### src/core/wpp_pkg.sv
`default_nettype none
package wpp_pkg;
    // field positions of the protection key register
    localparam int        WPP_MODE_LSB      = 0;
    localparam int        WPP_MODE_MSB      = 1;
    localparam int        WPP_STATUS_BIT    = 2;
    localparam int        WPP_PASS_LSB      = 3;
    localparam int        WPP_PASS_MSB      = 7;
    // register offset of the protection key register (chosen)
    localparam logic [7:0] WPP_KEY_OFFSET   = 8'h00;
    // reset value of the scheme-control field
    localparam logic [1:0] WPP_MODE_RESET   = 2'h3;
    localparam logic [1:0] WPP_MODE_OFF     = 2'h0;
    // key patterns
    localparam logic [4:0] WPP_KEY_MODE     = 5'h18;
    localparam logic [4:0] WPP_KEY_OPEN     = 5'h13;
    localparam logic [4:0] WPP_KEY_CLOSE    = 5'h15;
    // open window length in core clock cycles
    localparam int         WPP_WINDOW_CYC   = 32;
    localparam logic [5:0] WPP_WINDOW_LOAD  = 6'(WPP_WINDOW_CYC);

    // register bus request
    typedef struct packed {
        logic [7:0] addr;
        logic [7:0] wdata;
        logic       wr;
        logic       rd;
    } wpp_bus_req_t;

    typedef enum logic {WPP_CLOSED, WPP_OPEN} wpp_state_t;
endpackage : wpp_pkg
`default_nettype wire

### src/core/wpp_protect.sv
`timescale 1ns/10ps
`default_nettype none
// What this block does
// - two-bit scheme field, 00 disables, anything else enables, resets to 11
// - scheme field changes only when the same write carries key 11000
// - key 10011 opens writes to all protected bits
// - key 10101 closes writes to protected bits at once
// - any other key value changes nothing
// - read-only status bit 2 reads 1 when protected writes are blocked
// - open and close keys act only while the scheme field is 11
// - open window lasts at most 32 core clocks, then closes itself
// - a repeated open key restarts the 32-cycle window
// - write-allow output gates divider, watchdog, power-down and slow-down bits
module wpp_protect
    import wpp_pkg::*;
(
    input  wire logic         clk_sys,
    input  wire logic         rst_n,
    input  wire wpp_bus_req_t bus_req,
    output var  logic [7:0]   rdata,
    output var  logic         write_allow,
    output var  logic         protect_status
);
    logic [1:0]  mode_reg;
    wpp_state_t  state_reg;
    logic [5:0]  count_reg;
    logic        key_hit;
    logic [4:0]  pass;
    logic [1:0]  mode_wdata;
    logic        mode_on;
    logic        open_key;
    logic        close_key;
    logic        blocked;

    // decode the key write
    assign key_hit   = bus_req.wr && (bus_req.addr == WPP_KEY_OFFSET);
    assign pass      = bus_req.wdata[WPP_PASS_MSB:WPP_PASS_LSB];
    assign mode_wdata = bus_req.wdata[WPP_MODE_MSB:WPP_MODE_LSB]; // new scheme value carried by a key write
    assign mode_on   = (mode_reg == WPP_MODE_RESET);
    assign open_key  = key_hit && mode_on && (pass == WPP_KEY_OPEN);
    assign close_key = key_hit && mode_on && (pass == WPP_KEY_CLOSE);

    // scheme-control field, only loaded together with the mode key
    always_ff @(posedge clk_sys)
    begin
        if (!rst_n)
            mode_reg <= WPP_MODE_RESET;
        else if (key_hit && pass == WPP_KEY_MODE)
            mode_reg <= mode_wdata;
    end

    // open window state and its countdown
    always_ff @(posedge clk_sys)
    begin
        if (!rst_n)
        begin
            state_reg <= WPP_CLOSED;
            count_reg <= 6'h00;
        end
        else
        begin
            case (state_reg)
                WPP_CLOSED:
                begin
                    if (open_key)
                    begin
                        state_reg <= WPP_OPEN;
                        count_reg <= WPP_WINDOW_LOAD;
                    end
                end
                WPP_OPEN:
                begin
                    if (close_key || !mode_on)
                    begin
                        state_reg <= WPP_CLOSED;
                        count_reg <= 6'h00;
                    end
                    else if (open_key)
                        count_reg <= WPP_WINDOW_LOAD;
                    else if (count_reg == 6'h01)
                    begin
                        state_reg <= WPP_CLOSED;
                        count_reg <= 6'h00;
                    end
                    else
                        count_reg <= count_reg - 6'h01;
                end
                default:
                    state_reg <= WPP_CLOSED;
            endcase
        end
    end

    // blocked only when the scheme is on and no window is open
    assign blocked = (mode_reg != WPP_MODE_OFF) && (state_reg != WPP_OPEN);

    // registered outputs for the protected-bit owners
    always_ff @(posedge clk_sys)
    begin
        if (!rst_n)
        begin
            write_allow    <= 1'b0;
            protect_status <= 1'b1;
        end
        else
        begin
            write_allow    <= !blocked;
            protect_status <= blocked;
        end
    end

    // read data one cycle after the strobe; pass field reads as zero
    always_ff @(posedge clk_sys)
    begin
        if (!rst_n)
            rdata <= 8'h00;
        else if (bus_req.rd && bus_req.addr == WPP_KEY_OFFSET)
            rdata <= {5'h00, blocked, mode_reg};
        else
            rdata <= 8'h00;
    end
endmodule : wpp_protect
`default_nettype wire

### config.mk
export PLATFORM = sky130hd
export DESIGN_NAME = wpp_protect
export DESIGN_NICKNAME = d
export VERILOG_FILES = /design/src/core/wpp_pkg.sv /design/src/core/wpp_protect.sv
export SDC_FILE = /design/constraint.sdc
export NUM_CORES = 1
export LEC_CHECK = 0
export BUFFER_PORTS_ARGS = -buffer_cell sky130_fd_sc_hd__clkbuf_2
export CORE_ASPECT_RATIO = 0.8
export CORE_MARGIN = 8
export CORE_UTILIZATION = 35
export DETAILED_ROUTE_END_ITERATION = 8
export PLACE_DENSITY = 0.68
export SYNTH_ARGS = -nofsm -noshare
export SYNTH_HDL_FRONTEND = slang
export SYNTH_SLANG_ARGS = --single-unit
### constraint.sdc
create_clock -name clk_sys -period 1.6 [get_ports clk_sys]
set_input_delay 0.24 -clock clk_sys [delete_from_list [all_inputs] [get_ports clk_sys]]
set_output_delay 0.24 -clock clk_sys [all_outputs]
set_load 0.005 [all_outputs]
==> impl_metrics.ini, run 1 <==
[run]
cap_viol_max_count = 0

[power]
ir_drop_uv = 445
power.density_nw_per_um2 = 661
p_leak_nw = 0.429

[hold_path]
holdCritPathClass = in2reg

[place]
io_buffers = 23
place_congestion = 0.794
dp_cells = 135
dp_slack_ns = 0.0554
hpwl_um = 1480

[cells_and_area]
fin_nets = 137
fillCellCount = 223
finish.utilization_pct = 45.6
largest_reg_flops = 6
syn_to_final_growth_pct = 21.6
regArea_um2 = 283
drive_gt1_share_pct = 38.6
diodes = 0
fin_cells = 139
multi_input_area_um2 = 489

[synthesis]
synthArstFlopShare_pct = 0
synth_area_leaders = dfxtp_1 34%, nor4_4 5.2%, nand2_1 5.1%
synth_cell_types = 34
synth_seq_cells = 14
synth_top_area_cell = dfxtp_1
ys.flop_type = dfxtp_1
synth-edff-count = 0
syn_area_per_cell_um2 = 9.38
netlist_instances = 87
synth_most_common_cell = dfxtp_1
yosys_warnings = 0
netlist_area_um2 = 816
ys_seq_area_share_pct = 34.4
synth_top_area_share_pct = 34.4
synth_common_cells = 14 x dfxtp_1, 11 x nand2_1, 6 x inv_1, 6 x nor2_1, 5 x buf_4

[setup_path]
critPathLaunchType = flop
cp_slowest_cell = or4b_4
required_ns = 1.77
path_class = reg2reg
end_kind = flop
crit_family = simple AND/OR/NAND/NOR gates
rrSetupSlack_ns = 0.06
cp_max_fo = 5
cpPeakStageDelay_ns = 0.47
cp.arrival_ns = 1.71
crit_buf_inv = 1
path_cells = inv_2 > ha_2 > or4b_4 > o21a_4 > nand4_1 > a31oi_1

[sta]
tns_ns = 0
final_max_slew_viol_count = 0
skew_ns = 0.0101
slew_headroom_pct = 65.6
tightest_slew_ns = 0.510
finalSetupViolations = 0
clock.fmax_ghz = 0.650
hold_viol = 0
rsz0062_at_grt = no
setup_ws_ns = 0.0619
fin_crit_ns = 1.54
period_share_pct = 96.1

[clocking]
numCtsBuffers = 3
path_clk_slew_ns = 0.09
root_buffer = clkbuf_4
h-tree-depth = 1
cts_buffer_depth = 2
cts_hold_buf = 0
cts_tree = built
cts_sinks = 14
clock_latency_ns = 0.28

[grt]
top_usage_layer = met2
gr-total-overflow = 0
grt_pass1_wl_um = 3010
grt_max_degree = 9
met1_usage_pct = 9.49
grt_pass1_vias = 698
met3_usage_pct = 2.51
grt_usage_pct = 9.11
antenna_found_initial = 0
use_met2_pct = 16.0

[routing]
drtPass1Iterations = 4
ant_nets = 0
wl_um = 1790
vias = 718
drtIter0Drc = 73
drc = 0
routed_via_density = 5.17
wl_per_cell_um = 12.9

[status]
outcome = completed

[floorplanning]
core_area_um2 = 2180
die-width_um = 70.0
num_io_pins = 30
die-area_um2 = 4140
initial_core_util_pct = 37.5
rows = 15
die_h_um = 59.2
[stage by stage]
step / hold WS [ns] / instance area, um^2 / power, mW
2_1_floorplan: 0.302 / 831 / 0.384
4_1_cts: 0.172 / 987 / 0.661
6_report: 0.183 / 992 / 0.656
3_3_place_gp: 0.462 / 951 / 0.411
3_5_place_dp: 0.459 / 951 / 0.413
5_1_grt: 0.177 / 992 / 0.691
[cells by family (layout without fill, tap and decap cells)]
logic type / Yosys count / count (layout) / synth area share, %
AOI/OAI and AO/OA: 16 / 16 / 19.0
muxes: 3 / 3 / 3.68
adders and majority gates: 2 / 2 / 3.07
DFF: 14 / 14 / 34.4
xor gates and xnor gates: 1 / 1 / 1.07
and+or+nand+nor: 38 / 38 / 30.5
other: 1 / 5 / 0.460
buffers and inverters: 12 / 35 / 7.82
[worst reg2reg max path, cell delays in order (launching register included)]
cell and delay (ns):
dfxtp_2 0.34, inv_2 0.05, ha_2 0.15, or4b_4 0.47, o21a_4 0.25, nand4_1 0.09
a31oi_1 0.08
[repair_timing]
item / in CTS / in global routing
endpoints found under the setup margin: 0 / 1
resized for setup: 0 / 4
buffers inserted: 0 / 0
[layer usage]
metal	vias up	wire length, um
li1	361	-
met3	2	73
met1	339	768
met5	-	0
met2	16	920
met4	0	27
[cell usage in the layout, fill, tap and decap left out, types with 4 or more instances in the layout]
cell and instances:
nand2_1 11, inv_1 5, nand3_1 4, nand4_1 4, nor2_1 6, conb_1 5
clkbuf_2 23, dfxtp_1 12
[final timing paths]
| kind | to | startpoint | cells after the start |
|---|---|---|---|
| worst max-delay path | count_reg[4]$_SDFFE_PN0P_ | count_reg[1]$_SDFFE_PN0P_ | 6 |
| worst min-delay path | mode_reg[0]$_SDFFE_PN1P_ | bus_req[2] | 3 |
| worst max register to register | count_reg[4]$_SDFFE_PN0P_ | count_reg[1]$_SDFFE_PN0P_ | 6 |
| worst min register to register | count_reg[0]$_SDFFE_PN0P_ | count_reg[0]$_SDFFE_PN0P_ | 2 |
[where the power goes]
part           leakage (nW)  internal, mW  switching (mW)
Clock                0.0210         0.138           0.112
Combinational         0.294        0.0260          0.0318
Sequential            0.114         0.348       0.0000522
[area by class of cell]
class                           count  share of cell area (%)
Inverter                            6                    2.27
Sequential cell                    14                    28.5
Clock buffer                        4                    3.66
Multi-Input combinational cell     65                    49.3
Timing Repair Buffer               25                    13.1
Tap cell                           25                    3.15
(Power assumes the default switching activity.)
==> inputs of run 2 (changes only) <==
--- a/config.mk
+++ b/config.mk
@@ -5,7 +5,9 @@
 export SDC_FILE = /design/constraint.sdc
 export NUM_CORES = 1
 export LEC_CHECK = 0
+export ABC_AREA = 1
 export BUFFER_PORTS_ARGS = -buffer_cell sky130_fd_sc_hd__clkbuf_2
+export CAP_MARGIN = 30
 export CORE_ASPECT_RATIO = 0.8
 export CORE_MARGIN = 8
 export CORE_UTILIZATION = 35
==> run 2 against run 1 <==
Critical path depth increased by 3. Sequential power about the same. First-iteration DRC count decreased by 77%. Synthesized area increased by 1.5%. Cell area decreased by 3.7%. Clock power increased by 4%. Setup slack improved by 0.24 ns. Worst hold slack improved by 0.041 ns. Power increased by 0.98%. Die area increased by 1.2%. Flip-flop and latch count unchanged. Critical endpoint is now count_reg[2]$_SDFFE_PN0P_.
==> impl_metrics.ini, run 2 <==
[status]
outcome = completed

[floorplanning]
core_area_um2 = 2200
num_io_pins = 30
die-area_um2 = 4190
die_h_um = 59.5
initial_core_util_pct = 37.7
rows = 15
die-width_um = 70.4

[power]
power.density_nw_per_um2 = 693
ir_drop_uv = 424
totalPowerFinal_uw = 662
p_leak_nw = 0.496

[cells_and_area]
fin_nets = 159
diodes = 0
drive_gt1_share_pct = 29.4
multi_input_area_um2 = 429
syn_to_final_growth_pct = 15.4
layout_common_cells = 23 x clkbuf_2, 22 x nand2_1, 15 x inv_1, 15 x nor2_1, 14 x dfxtp_1
fillCellCount = 222
regArea_um2 = 280
final_common_cell = clkbuf_2
finish.utilization_pct = 43.5
largest_reg_flops = 6

[sta]
hold_viol = 0
fin_crit_ns = 1.30
finalSetupViolations = 0
final_max_slew_viol_count = 0
skew_ns = 0.00680
clock.fmax_ghz = 0.772
tns_ns = 0
setup_ws_ns = 0.305
period_share_pct = 81.0
rsz0062_at_grt = no

[place]
dp_slack_ns = 0.311
place_congestion = 0.918
hpwl_um = 1460
io_buffers = 23

[synthesis]
yosys_warnings = 0
muxShareOfSynthArea_pct = 0
ys_seq_area_share_pct = 33.8
synthArstFlopShare_pct = 0
synth_common_cells = 22 x nand2_1, 15 x inv_1, 15 x nor2_1
netlist_area_um2 = 828
netlist_instances = 111
synth_area_leaders = dfxtp_1 34%, nand2_1 10%, inv_1 6.8%
ys.flop_type = dfxtp_1
synth_seq_cells = 14
synth_most_common_cell = nand2_1
synth_adder_area_share_pct = 3.02
syn_area_per_cell_um2 = 7.46
synth_top_area_share_pct = 33.8
synth_top_area_cell = dfxtp_1
synth_top_family_by_area = simple AND/OR/NAND/NOR gates
synth_compound_area_share_pct = 4.98
synth_cell_types = 23
yosys.area_share.simple_pct = 38.4
synth-edff-count = 0
synth_xor_area_share_pct = 3.17

[setup_path]
cp.arrival_ns = 1.52
required_ns = 1.82
path_class = reg2reg
critPathLaunchType = flop
rrSetupSlack_ns = 0.30
cp_max_fo = 4
end_kind = flop

[routing]
vias = 738
drc = 0
wl_um = 1760
drtIter0Drc = 17
routed_via_density = 4.58
ant_nets = 0
wl_per_cell_um = 11.0
drtPass1Iterations = 4

[clocking]
h-tree-depth = 1
numCtsBuffers = 3
path_clk_slew_ns = 0.09
cts_buffer_depth = 2
cts_sinks = 14
cts_tree = built
cts_setup_buffers = 0
clock_latency_ns = 0.29
cts_hold_buf = 0
ctsResizeCount = 0
root_buffer = clkbuf_4

[grt]
antenna_found_initial = 0
grt_usage_pct = 9.11
grt_max_degree = 9
grt_pass1_wl_um = 3010
gr-total-overflow = 0
grt_pass1_vias = 726

[hold_path]
holdCritPathClass = in2reg

[run]
cap_viol_max_count = 0
run 2: changes by cell type after synthesis, moves of 3 or more:
cell	before	now
and4b_1	3	0
inv_1	6	15
mux2i_1	3	0
nand2_1	11	22
nand3_1	4	9
nor2_1	6	15
nor2_2	0	3
run 2: per-layer routing:
metal / wire, um / up-vias / GRT usage (%)
met4: 28 / 0 / 3.43
met5: 0 / - / 0
met2: 858 / 18 / 16.2
met3: 137 / 4 / 5.03
li1: - / 390 / -
met1: 739 / 326 / 8.69
run 2: layout make-up:
cell class	count	area share, %
flip-flops and latches	14	29.3
clock buffers	4	3.80
inverters	17	6.68
well taps	25	3.27
multi-input cells	78	44.9
repair buffers	23	12.0
run 2: logic make-up (layout without fill, tap and decap cells):
family,after synthesis,in the layout
AO/OA/AOI/OAI,7,7
flip-flops,14,14
AND/OR/NAND/NOR,61,61
adder cells (fa/ha/maj),2,2
other,1,5
XOR/XNOR,3,3
buffers and inverters,23,44
run 2: through the flow:
step / hold WS [ns] / instance area [um^2] / std cells
6_report: 0.225 / 956 / 161
5_1_grt: 0.221 / 956 / 161
4_1_cts: 0.216 / 956 / 161
3_5_place_dp: 0.466 / 920 / 157
3_3_place_gp: 0.455 / 920 / 157
2_1_floorplan: 0.411 / 843 / 115
run 2: worst paths after layout:
check                                 start                        end  depth (start not counted)
hold reg to reg    mode_reg[0]$_SDFFE_PN1P_        rdata[0]$_SDFF_PN0_                          2
setup reg to reg  count_reg[1]$_SDFFE_PN0P_  count_reg[2]$_SDFFE_PN0P_                          9
setup / recovery  count_reg[1]$_SDFFE_PN0P_  count_reg[2]$_SDFFE_PN0P_                          9
hold / removal                   bus_req[3]   mode_reg[1]$_SDFFE_PN1P_                          3
run 2: power breakdown:
group          total, mW  internal, mW  switching (mW)
Combinational     0.0532        0.0231          0.0302
Clock              0.261         0.139           0.122
Sequential         0.348         0.348       0.0000401
Total              0.662         0.510           0.152
run 2: worst max-delay path, stage by stage, from the launching register on:
cell	delay, ns
dfxtp_1	0.35
inv_1	0.07
ha_1	0.18
nand4_1	0.08
nand2_1	0.08
inv_1	0.06
nand2_1	0.05
nor2_2	0.16
nand2_1	0.07
a21oi_1	0.12
